File: src/uifc_pkg.sv
`default_nettype none
package uifc_pkg;
   // register offsets on the 3-bit host port
   localparam logic [2:0] OFS_DATA = 3'h0;
   localparam logic [2:0] OFS_INT_ENABLE = 3'h1;
   localparam logic [2:0] OFS_INT_STATUS = 3'h2;
   localparam logic [2:0] OFS_FIFO_CONTROL = 3'h2;
   localparam logic [2:0] OFS_LINE_STATUS = 3'h5;
   localparam logic [2:0] OFS_MODEM_STATUS = 3'h6;
   // interrupt_enable fields
   localparam int IE_RX = 0;
   localparam int IE_TX = 1;
   localparam int IE_LINE = 2;
   localparam int IE_MODEM = 3;
   localparam int IE_SLEEP = 4;
   localparam int IE_XOFF = 5;
   localparam int IE_RTS = 6;
   localparam int IE_CTS = 7;
   // fifo_control fields
   localparam int FC_ENABLE = 0;
   localparam int FC_RX_RESET = 1;
   localparam int FC_TX_RESET = 2;
   localparam int FC_DMA = 3;
   // reset values
   localparam logic [7:0] INT_ENABLE_RESET = 8'h00;
   localparam logic [1:0] TRIG_CODE_RESET = 2'h0;
   localparam logic [4:0] FIFO_EMPTY = 5'h00;
   localparam logic [7:0] READ_IDLE = 8'h00;
   // receive time-out, in characters and extra bit times
   localparam int TIMEOUT_CHARS = 4;
   localparam int TIMEOUT_EXTRA_BITS = 12;
   // interrupt_status source codes, bits 5:0
   typedef enum logic [5:0] {
      UIFC_SRC_LINE = 6'h06,
      UIFC_SRC_TIMEOUT = 6'h0C,
      UIFC_SRC_RX_READY = 6'h04,
      UIFC_SRC_TX_READY = 6'h02,
      UIFC_SRC_MODEM = 6'h00,
      UIFC_SRC_XOFF = 6'h10,
      UIFC_SRC_FLOW = 6'h20,
      UIFC_SRC_NONE = 6'h01
   } uifc_src_t;

   function automatic logic [4:0] uifc_trig_level(input logic [1:0] code);
      case (code)
         2'h0: uifc_trig_level = 5'h01;
         2'h1: uifc_trig_level = 5'h04;
         2'h2: uifc_trig_level = 5'h08;
         default: uifc_trig_level = 5'h0E;
      endcase
   endfunction
endpackage
`default_nettype wire

File: src/uifc_irq_fifo_ctrl.sv
`timescale 1ns/100ps
`default_nettype none
// Operation
// - FIFOs on and enables 0-3 clear gives polled mode, status still readable.
// - line_status shows data, overrun, front errors, holding empty, all empty, FIFO error.
// - receive enable raises receive interrupt on held character or trigger level.
// - transmit enable raises interrupt on empty or below trigger, also at enabling.
// - overrun interrupts at arrival, front-byte errors when that byte reaches the front.
// - modem enable interrupts while any modem change bit is set.
// - enables 4-7 writable only with enhanced functions; all reset to zero.
// - RTS interrupt on each automatic RTS low-to-high transition.
// - CTS interrupt on each remote low-to-high CTS edge under automatic CTS.
// - time-out interrupt after four characters plus twelve bits with data waiting.
// - status read returns only the highest pending source.
// - source codes follow the fixed priority table; none reads 000001.
// - each source clears by its own read, write or drain condition.
// - Xoff clears on status read or Xon, special on status read or next character; flow on modem read.
// - status bit 0 is low while anything pends, high otherwise and after reset.
// - status bits 7:6 both follow FIFO enable.
// - status bits 4 and 5 only active with enhanced functions.
// - FIFO enable bit gates every other bit of the same write.
// - FIFO reset bits pulse the pointer resets and self-clear.
// - DMA select bit steers the ready pins' mode.
// - transmit trigger 1/4/8/14, enhanced only, fires below level or on empty.
// - receive trigger 1/4/8/14, default 1, fires when count crosses the level.
// - interrupt pin driven only while the output-enable control bit is set.
module uifc_irq_fifo_ctrl (
   // clock and reset
   input wire logic clock,
   input wire logic rst_n,
   // host register port
   input wire logic [2:0] regAddr,
   input wire logic [7:0] regWrData,
   input wire logic regWrite,
   input wire logic regRead,
   output logic [7:0] regRdData,
   // receive side
   input wire logic [4:0] rxFifoCount,
   input wire logic rxHoldFull,
   input wire logic rxCharArrived,
   input wire logic rxOverrun,
   input wire logic frontParityError,
   input wire logic frontFramingError,
   input wire logic frontBreak,
   input wire logic rxFifoAnyError,
   input wire logic bitTick,
   input wire logic [3:0] charBits,
   // transmit side
   input wire logic [4:0] txFifoCount,
   input wire logic txHoldEmpty,
   input wire logic txShiftEmpty,
   // modem and flow control
   input wire logic [7:0] modemStatus,
   input wire logic xoffMatch,
   input wire logic specialMatch,
   input wire logic xonMatch,
   input wire logic rtsRise,
   input wire logic ctsPin_n,
   input wire logic autoCtsEnable,
   input wire logic autoRtsEnable,
   input wire logic enhancedEnable,
   input wire logic intDriveEnable,
   // strobes to the datapath
   output logic rxHoldRead,
   output logic txHoldWrite,
   output logic modemStatusRead,
   output logic rxFifoReset,
   output logic txFifoReset,
   // configuration
   output logic fifoEnabled,
   output logic dmaMode,
   output logic [1:0] rxTrigCode,
   output logic [1:0] txTrigCode,
   output logic sleepEnable,
   output logic polledMode,
   // interrupt pin
   output logic irqOut,
   output logic irqOutEnable_n
);
   import uifc_pkg::*;

   function automatic uifc_src_t pick_source(input logic [6:0] req);
      if (req[0]) pick_source = UIFC_SRC_LINE;
      else if (req[1]) pick_source = UIFC_SRC_TIMEOUT;
      else if (req[2]) pick_source = UIFC_SRC_RX_READY;
      else if (req[3]) pick_source = UIFC_SRC_TX_READY;
      else if (req[4]) pick_source = UIFC_SRC_MODEM;
      else if (req[5]) pick_source = UIFC_SRC_XOFF;
      else if (req[6]) pick_source = UIFC_SRC_FLOW;
      else pick_source = UIFC_SRC_NONE;
   endfunction

   logic [7:0] intEnable;
   logic overrunFlag, lsrPend, frontErrQ, timeoutPend, txPend, xoffPend, specialPend;
   logic rtsPend, ctsPend, ctsSync1, ctsSync2, ctsSync3, ctsStable, ctsStableQ;
   logic [4:0] txCountQ;
   logic txHoldEmptyQ, reachedTrig, timeoutExpire;
   logic wrIer, wrFcr, wrData, rdIsr, rdLsr, rdMsr, rdData;
   logic dataPresent, frontErr, txEmptyNow, rxLevel, txSet, lineSet, ctsRise;
   logic [4:0] rxTrig, txTrig;
   logic [6:0] req;
   uifc_src_t currentSrc;

   ////////////////////////////////////////////////////////////////////////////
   // decode
   always_comb begin
      wrIer = 1'b0;
      wrFcr = 1'b0;
      wrData = 1'b0;
      if (regWrite) begin
         if (regAddr == OFS_INT_ENABLE) wrIer = 1'b1;
         else if (regAddr == OFS_FIFO_CONTROL) wrFcr = 1'b1;
         else if (regAddr == OFS_DATA) wrData = 1'b1;
      end
   end

   always_comb begin
      rdIsr = 1'b0;
      rdLsr = 1'b0;
      rdMsr = 1'b0;
      rdData = 1'b0;
      if (regRead) begin
         if (regAddr == OFS_INT_STATUS) rdIsr = 1'b1;
         else if (regAddr == OFS_LINE_STATUS) rdLsr = 1'b1;
         else if (regAddr == OFS_MODEM_STATUS) rdMsr = 1'b1;
         else if (regAddr == OFS_DATA) rdData = 1'b1;
      end
   end

   ////////////////////////////////////////////////////////////////////////////
   // control registers
   always_ff @(posedge clock or negedge rst_n) begin
      if (!rst_n) begin
         intEnable <= INT_ENABLE_RESET;
      end else if (wrIer) begin
         intEnable[3:0] <= regWrData[3:0];
         if (enhancedEnable) intEnable[7:4] <= regWrData[7:4];
      end
   end

   always_ff @(posedge clock or negedge rst_n) begin
      if (!rst_n) begin
         fifoEnabled <= 1'b0;
         dmaMode <= 1'b0;
         rxTrigCode <= TRIG_CODE_RESET;
         txTrigCode <= TRIG_CODE_RESET;
      end else if (wrFcr) begin
         fifoEnabled <= regWrData[FC_ENABLE];
         if (regWrData[FC_ENABLE]) begin
            dmaMode <= regWrData[FC_DMA];
            rxTrigCode <= regWrData[7:6];
            if (enhancedEnable) txTrigCode <= regWrData[5:4];
         end
      end
   end

   // pointer resets are single pulses, so the bits clear themselves one cycle after the write
   always_ff @(posedge clock or negedge rst_n) begin
      if (!rst_n) begin
         rxFifoReset <= 1'b0;
         txFifoReset <= 1'b0;
      end else begin
         rxFifoReset <= wrFcr && regWrData[FC_ENABLE] && regWrData[FC_RX_RESET];
         txFifoReset <= wrFcr && regWrData[FC_ENABLE] && regWrData[FC_TX_RESET];
      end
   end

   always_ff @(posedge clock or negedge rst_n) begin
      if (!rst_n) begin
         rxHoldRead <= 1'b0;
         txHoldWrite <= 1'b0;
         modemStatusRead <= 1'b0;
      end else begin
         rxHoldRead <= rdData;
         txHoldWrite <= wrData;
         modemStatusRead <= rdMsr;
      end
   end

   assign sleepEnable = intEnable[IE_SLEEP];
   assign polledMode = fifoEnabled && (intEnable[3:0] == 4'h0);
   assign rxTrig = uifc_trig_level(rxTrigCode);
   assign txTrig = uifc_trig_level(txTrigCode);

   ////////////////////////////////////////////////////////////////////////////
   // line status
   assign dataPresent = fifoEnabled ? (rxFifoCount != FIFO_EMPTY) : rxHoldFull;
   assign frontErr = dataPresent && (frontParityError || frontFramingError || frontBreak);
   assign txEmptyNow = fifoEnabled ? (txFifoCount == FIFO_EMPTY) : txHoldEmpty;
   assign lineSet = rxOverrun || (frontErr && !frontErrQ);

   always_ff @(posedge clock or negedge rst_n) begin
      if (!rst_n) begin
         overrunFlag <= 1'b0;
         frontErrQ <= 1'b0;
      end else begin
         frontErrQ <= frontErr;
         if (rxOverrun) overrunFlag <= 1'b1;
         else if (rdLsr) overrunFlag <= 1'b0;
      end
   end

   // errors of the front byte only count once that byte is at the front
   always_ff @(posedge clock or negedge rst_n) begin
      if (!rst_n) begin
         lsrPend <= 1'b0;
      end else if (lineSet) begin
         lsrPend <= 1'b1;
      end else if (rdLsr) begin
         lsrPend <= 1'b0;
      end
   end

   ////////////////////////////////////////////////////////////////////////////
   // receive sources
   assign rxLevel = fifoEnabled ? (rxFifoCount >= rxTrig) : rxHoldFull;

   uifc_rx_timeout u_timeout (
      .clock(clock),
      .rst_n(rst_n),
      .bitTick(bitTick),
      .charBits(charBits),
      .armed(fifoEnabled && dataPresent),
      .restart(rxCharArrived || rdData),
      .expire(timeoutExpire)
   );

   always_ff @(posedge clock or negedge rst_n) begin
      if (!rst_n) begin
         timeoutPend <= 1'b0;
      end else if (timeoutExpire) begin
         timeoutPend <= 1'b1;
      end else if (rdData || !fifoEnabled) begin
         timeoutPend <= 1'b0;
      end
   end

   ////////////////////////////////////////////////////////////////////////////
   // transmit source
   always_ff @(posedge clock or negedge rst_n) begin
      if (!rst_n) begin
         txCountQ <= FIFO_EMPTY;
         txHoldEmptyQ <= 1'b1;
         reachedTrig <= 1'b0;
      end else begin
         txCountQ <= txFifoCount;
         txHoldEmptyQ <= txHoldEmpty;
         if (txFifoCount == FIFO_EMPTY) reachedTrig <= 1'b0;
         else if (txFifoCount >= txTrig) reachedTrig <= 1'b1;
      end
   end

   // empty fires alone only when the last reload never reached the level
   always_comb begin
      if (fifoEnabled) begin
         txSet = (txFifoCount < txTrig && txCountQ >= txTrig) ||
            (txFifoCount == FIFO_EMPTY && txCountQ != FIFO_EMPTY && !reachedTrig);
      end else begin
         txSet = txHoldEmpty && !txHoldEmptyQ;
      end
      if (wrIer && regWrData[IE_TX] && !intEnable[IE_TX] && txEmptyNow) txSet = 1'b1;
   end

   always_ff @(posedge clock or negedge rst_n) begin
      if (!rst_n) begin
         txPend <= 1'b0;
      end else if (txSet) begin
         txPend <= 1'b1;
      end else if (wrData || (rdIsr && currentSrc == UIFC_SRC_TX_READY)) begin
         txPend <= 1'b0;
      end
   end

   ////////////////////////////////////////////////////////////////////////////
   // software and hardware flow sources
   always_ff @(posedge clock or negedge rst_n) begin
      if (!rst_n) begin
         xoffPend <= 1'b0;
         specialPend <= 1'b0;
      end else begin
         if (xoffMatch) xoffPend <= 1'b1;
         else if (xonMatch || (rdIsr && currentSrc == UIFC_SRC_XOFF)) xoffPend <= 1'b0;
         if (specialMatch) specialPend <= 1'b1;
         else if (rxCharArrived || (rdIsr && currentSrc == UIFC_SRC_XOFF)) specialPend <= 1'b0;
      end
   end

   // three stages, a change counts once the last two agree
   always_ff @(posedge clock or negedge rst_n) begin
      if (!rst_n) begin
         ctsSync1 <= 1'b1;
         ctsSync2 <= 1'b1;
         ctsSync3 <= 1'b1;
         ctsStable <= 1'b1;
         ctsStableQ <= 1'b1;
      end else begin
         ctsSync1 <= ctsPin_n;
         ctsSync2 <= ctsSync1;
         ctsSync3 <= ctsSync2;
         if (ctsSync2 == ctsSync3) ctsStable <= ctsSync3;
         ctsStableQ <= ctsStable;
      end
   end

   assign ctsRise = ctsStable && !ctsStableQ;

   always_ff @(posedge clock or negedge rst_n) begin
      if (!rst_n) begin
         rtsPend <= 1'b0;
         ctsPend <= 1'b0;
      end else begin
         if (rtsRise && autoRtsEnable) rtsPend <= 1'b1;
         else if (rdMsr) rtsPend <= 1'b0;
         if (ctsRise && autoCtsEnable) ctsPend <= 1'b1;
         else if (rdMsr) ctsPend <= 1'b0;
      end
   end

   ////////////////////////////////////////////////////////////////////////////
   // priority and read-back
   always_comb begin
      req[0] = intEnable[IE_LINE] && lsrPend;
      req[1] = intEnable[IE_RX] && timeoutPend;
      req[2] = intEnable[IE_RX] && rxLevel;
      req[3] = intEnable[IE_TX] && txPend;
      req[4] = intEnable[IE_MODEM] && (modemStatus[3:0] != 4'h0);
      req[5] = enhancedEnable && intEnable[IE_XOFF] && (xoffPend || specialPend);
      req[6] = enhancedEnable && ((intEnable[IE_RTS] && rtsPend) ||
         (intEnable[IE_CTS] && ctsPend));
   end

   assign currentSrc = pick_source(req);

   always_ff @(posedge clock or negedge rst_n) begin
      if (!rst_n) begin
         regRdData <= READ_IDLE;
      end else if (rdIsr) begin
         regRdData <= {fifoEnabled, fifoEnabled, currentSrc};
      end else if (rdLsr) begin
         regRdData <= {rxFifoAnyError && fifoEnabled, txEmptyNow && txShiftEmpty, txEmptyNow,
            dataPresent && frontBreak, dataPresent && frontFramingError,
            dataPresent && frontParityError, overrunFlag, dataPresent};
      end else if (rdMsr) begin
         regRdData <= modemStatus;
      end else if (regRead && regAddr == OFS_INT_ENABLE) begin
         regRdData <= intEnable;
      end else begin
         regRdData <= READ_IDLE;
      end
   end

   always_ff @(posedge clock or negedge rst_n) begin
      if (!rst_n) begin
         irqOut <= 1'b0;
         irqOutEnable_n <= 1'b1;
      end else begin
         irqOut <= (currentSrc != UIFC_SRC_NONE);
         irqOutEnable_n <= !intDriveEnable;
      end
   end
endmodule // uifc_irq_fifo_ctrl
`default_nettype wire

File: src/uifc_rx_timeout.sv
`timescale 1ns/100ps
`default_nettype none
module uifc_rx_timeout (
   // clock and reset
   input wire logic clock,
   input wire logic rst_n,
   // bit timing
   input wire logic bitTick,
   input wire logic [3:0] charBits,
   // control
   input wire logic armed,
   input wire logic restart,
   output logic expire
);
   import uifc_pkg::*;

   logic [6:0] bitCount;
   logic [6:0] limit;

   assign limit = 7'(TIMEOUT_CHARS * charBits + TIMEOUT_EXTRA_BITS);

   // counter parks at the limit so one idle stretch fires only once
   always_ff @(posedge clock or negedge rst_n) begin
      if (!rst_n) begin
         bitCount <= 7'h00;
      end else if (!armed || restart) begin
         bitCount <= 7'h00;
      end else if (bitTick && bitCount != limit) begin
         bitCount <= bitCount + 7'h01;
      end
   end

   always_ff @(posedge clock or negedge rst_n) begin
      if (!rst_n) begin
         expire <= 1'b0;
      end else begin
         expire <= armed && !restart && bitTick && (bitCount == limit - 7'h01);
      end
   end
endmodule // uifc_rx_timeout
`default_nettype wire
File: config.mk
export PLATFORM = sky130hd
export DESIGN_NAME = uifc_irq_fifo_ctrl
export DESIGN_NICKNAME = d
export VERILOG_FILES = /design/src/uifc_pkg.sv /design/src/uifc_irq_fifo_ctrl.sv /design/src/uifc_rx_timeout.sv
export SDC_FILE = /design/constraint.sdc
export NUM_CORES = 1
export LEC_CHECK = 0
export BUFFER_PORTS_ARGS = -buffer_cell sky130_fd_sc_hd__buf_2
export CAP_MARGIN = 20
export CORE_MARGIN = 2
export CORE_UTILIZATION = 56
export DETAILED_ROUTE_END_ITERATION = 16
export GPL_TIMING_DRIVEN = 0
export PLACE_DENSITY = 0.84
export SETUP_SLACK_MARGIN = 0.15
export SYNTH_ARGS = -nofsm -noshare
export SYNTH_HDL_FRONTEND = slang
export SYNTH_SLANG_ARGS = --single-unit
File: constraint.sdc
create_clock -name clock -period 3.3 [get_ports clock]
set_clock_uncertainty 0.2 [all_clocks]
set_input_delay 0.165 -clock clock [delete_from_list [all_inputs] [get_ports clock]]
set_output_delay 0.165 -clock clock [all_outputs]
set_load 0.1 [all_outputs]
==> results.toml <==
[cells_and_area]
fin_cells = 494
nNetsFinal = 491
diodes = 0
post-route-cell-area_mm2 = 0.00412
syn_to_final_growth_pct = 35.4
drive_above_1_share_pct = 28.3

[die]
start_util_pct = 58.9
io_pins = 79
num_rows = 26
core_area_mm2 = 0.00517
die_w_um = 77.7
die_h_um = 77.7
dieArea_mm2 = 0.00604

[clock_tree]
clk_pin_slew_ns = 0.07
cts_tree = "done"
htree_num_levels = 3
post_cts_buffers = 0
cts.sinks = 58
cts_max_path_buffers = 2
cts_root_buf = "clkbuf_8"
clk_latency_ns = 0.33
cts_inserted_buffers = 9

[route]
routed_wl_um = 8160
drt_iter0_markers = 357
wl_per_cell_um = 16.5
vias = 2882
ant_nets = 0
viasPerCell = 5.83
post-route-drc-count = 0
first_pass_iters = 6

[logic_synthesis]
syn_avg_cell_area_um2 = 10.3
synth_edf_count = 0
synth_most_common_cell = "dfrtp_1"
synth_common_cells = "dfrtp_1 (51), nand2_1 (24), inv_1 (22)"
synth_seq_cells = 58
synth_cell_types = 58
yosysSeqAreaShare_pct = 47.9
synth_cells = 295
synth_top_area_cell = "dfrtp_1"
syn_nets = 367
synth.area.top_cells = "dfrtp_1 (42%), ha_1 (6.6%), dfstp_2 (6.0%)"
synthDominantCellAreaShare_pct = 41.9
yosysWarnings = 0
synthArstFlopShare_pct = 100
yosys_most_used_dff = "dfrtp_1"
synth_area_mm2 = 0.00305

[place]
numPortBuffers = 78
post-dp-hpwl_um = 5540
post-place-cells = 444
dpl-instance-area_mm2 = 0.00354
gp_congestion = 0.886

[sta]
max_freq_ghz = 0.337
rsz0062_at_grt = "false"
relSlewSlack_pct = 49.8
tightestPinTransition_ns = 0.748
finalHoldViolations = 0
setup_viol = 0
setup_tns_ns = 0
post-route-min-period_ns = 2.97
finalMaxSlewViolations = 0
period_share_pct = 90.0

[hold_path]
hp-class = "input port to register"
min-delay-start = "regAddr[0]"

[global_routing]
overflow = 0
grt_max_degree = 40
grtUsageTotal_pct = 28.4
grt_pass1_wl_um = 13300
antenna_found_initial = 0
grt_pass1_vias = 2933

[setup_path]
cp.arrival_ns = 2.98
r2r-start = "rxTrigCode[1]$_DFFE_PN0P_"
crit_path_end_kind = "register"
start_kind = "register"
crit_fanout = 6
crit_required_ns = 3.31
critical_path.startpoint = "rxTrigCode[1]$_DFFE_PN0P_"
path_class = "register to register"

[power_and_ir_drop]
ir_worst_vdd_mv = 0.335
power_leakage_nw = 1.93
powerDensity_mw_per_mm2 = 542

[outcome]
status = "completed"

[flow_run]
cap_viol_max_count = 0
## path summary, 6_finish.rpt
path	to	cells past startpoint	slack, ns
worst max-delay path	xoffPend$_DFFE_PN0P_	8	0.33
worst min-delay path	rxHoldRead$_DFF_PN0_	3	0.04
worst max register to register	xoffPend$_DFFE_PN0P_	8	0.33
worst min register to register	ctsSync2$_DFF_PN1_	0	0.16
max in group asynchronous	ctsStable$_DFFE_PN1N_	3	2.18
min in group asynchronous	rxFifoReset$_DFF_PN0_	2	0.11
## timing repair
action                     in CTS  in global routing
resized for setup               0                  1
hold endpoints to repair       93                  0
setup endpoints to repair       0                  2
hold buffers                   34                  0
## cell type report
class,instances,area [um2]
plain buffers,8,38.8
clock buffers,10,128
clock inverters,6,105
fillers,333,1050
inverters,24,90.1
multi-input cells,205,1460
flip-flops and latches,58,1460
well taps,70,87.6
repair buffers,113,751
## cells by family after synthesis
| logic type | share of synthesized area (%) |
|---|---|
| AND/OR/NAND/NOR | 16.9 |
| AO/OA/AOI/OAI | 17.4 |
| flip-flops | 47.9 |
| buffers and inverters | 4.23 |
| adder cells (fa/ha/maj) | 6.90 |
| multiplexers | 4.03 |
| XOR/XNOR | 2.59 |
## through the flow
| step | util, % | setup slack (ns) | hold slack [ns] | total power, W |
|---|---|---|---|---|
| after global routing | 79.7 | 0.187 | 0.0536 | 0.00233 |
| after detailed placement | 68.5 | 0.796 | -0.0655 | 0.00142 |
| final | 79.7 | 0.329 | 0.0377 | 0.00223 |
| after global placement | 68.1 | 0.857 | 0.0714 | 0.00140 |
| after floorplan | - | 0.339 | -0.331 | 0.00126 |
| after CTS | 79.6 | 0.219 | 0.0102 | 0.00222 |
## critical path: stages, from the launching register on
cell	delay, ns
dfrtp_1	0.41
nor2_1	0.13
ha_1	0.24
nand2b_1	0.14
a211oi_1	0.30
a2bb2oi_2	0.32
nand4_1	0.28
a31o_1	0.30
dlygate4sd3_1	0.55
## layout by cell type, fill, tap and decap left out, types with 4 or more instances in the layout
cell type,Yosys,final
o21ai_1,4,4
dfstp_2,7,7
buf_2,1,79
clkbuf_8,0,9
a22o_1,8,8
nand3_1,6,6
dfrtp_1,51,51
nand2b_1,9,9
nor2_1,14,14
a21oi_1,16,16
mux2_2,10,10
or4_1,6,6
ha_1,16,16
o21ai_0,10,10
nand2_1,24,24
nand4_1,6,6
inv_1,22,22
or3_1,6,6
dlygate4sd3_1,0,34
a211oi_1,6,6
clkbuf_1,6,7
xnor2_1,6,6
## sequential cells by signal (all words and copies together) (netlist names), 2 cells and up
signal	flops
txTrigCode	2
intEnable	8
txCountQ	5
rxTrigCode	2
u_timeout.bitCount	7
regRdData	8
## where the power goes
part | internal (W) | total [W] | switching (W)
sequential | 0.000783 | 0.000842 | 0.0000594
clock | 0.000498 | 0.000772 | 0.000275
combinational | 0.000195 | 0.000618 | 0.000423
total | 0.00148 | 0.00223 | 0.000757
## metal layers
| layer | wire (um) | global-route usage, % |
|---|---|---|
| met1 | 3190 | 33.9 |
| met2 | 3940 | 47.2 |
| met3 | 661 | 6.05 |
| met4 | 371 | 16.3 |
| met5 | 0 | 0 |
(Power assumes the default switching activity.)
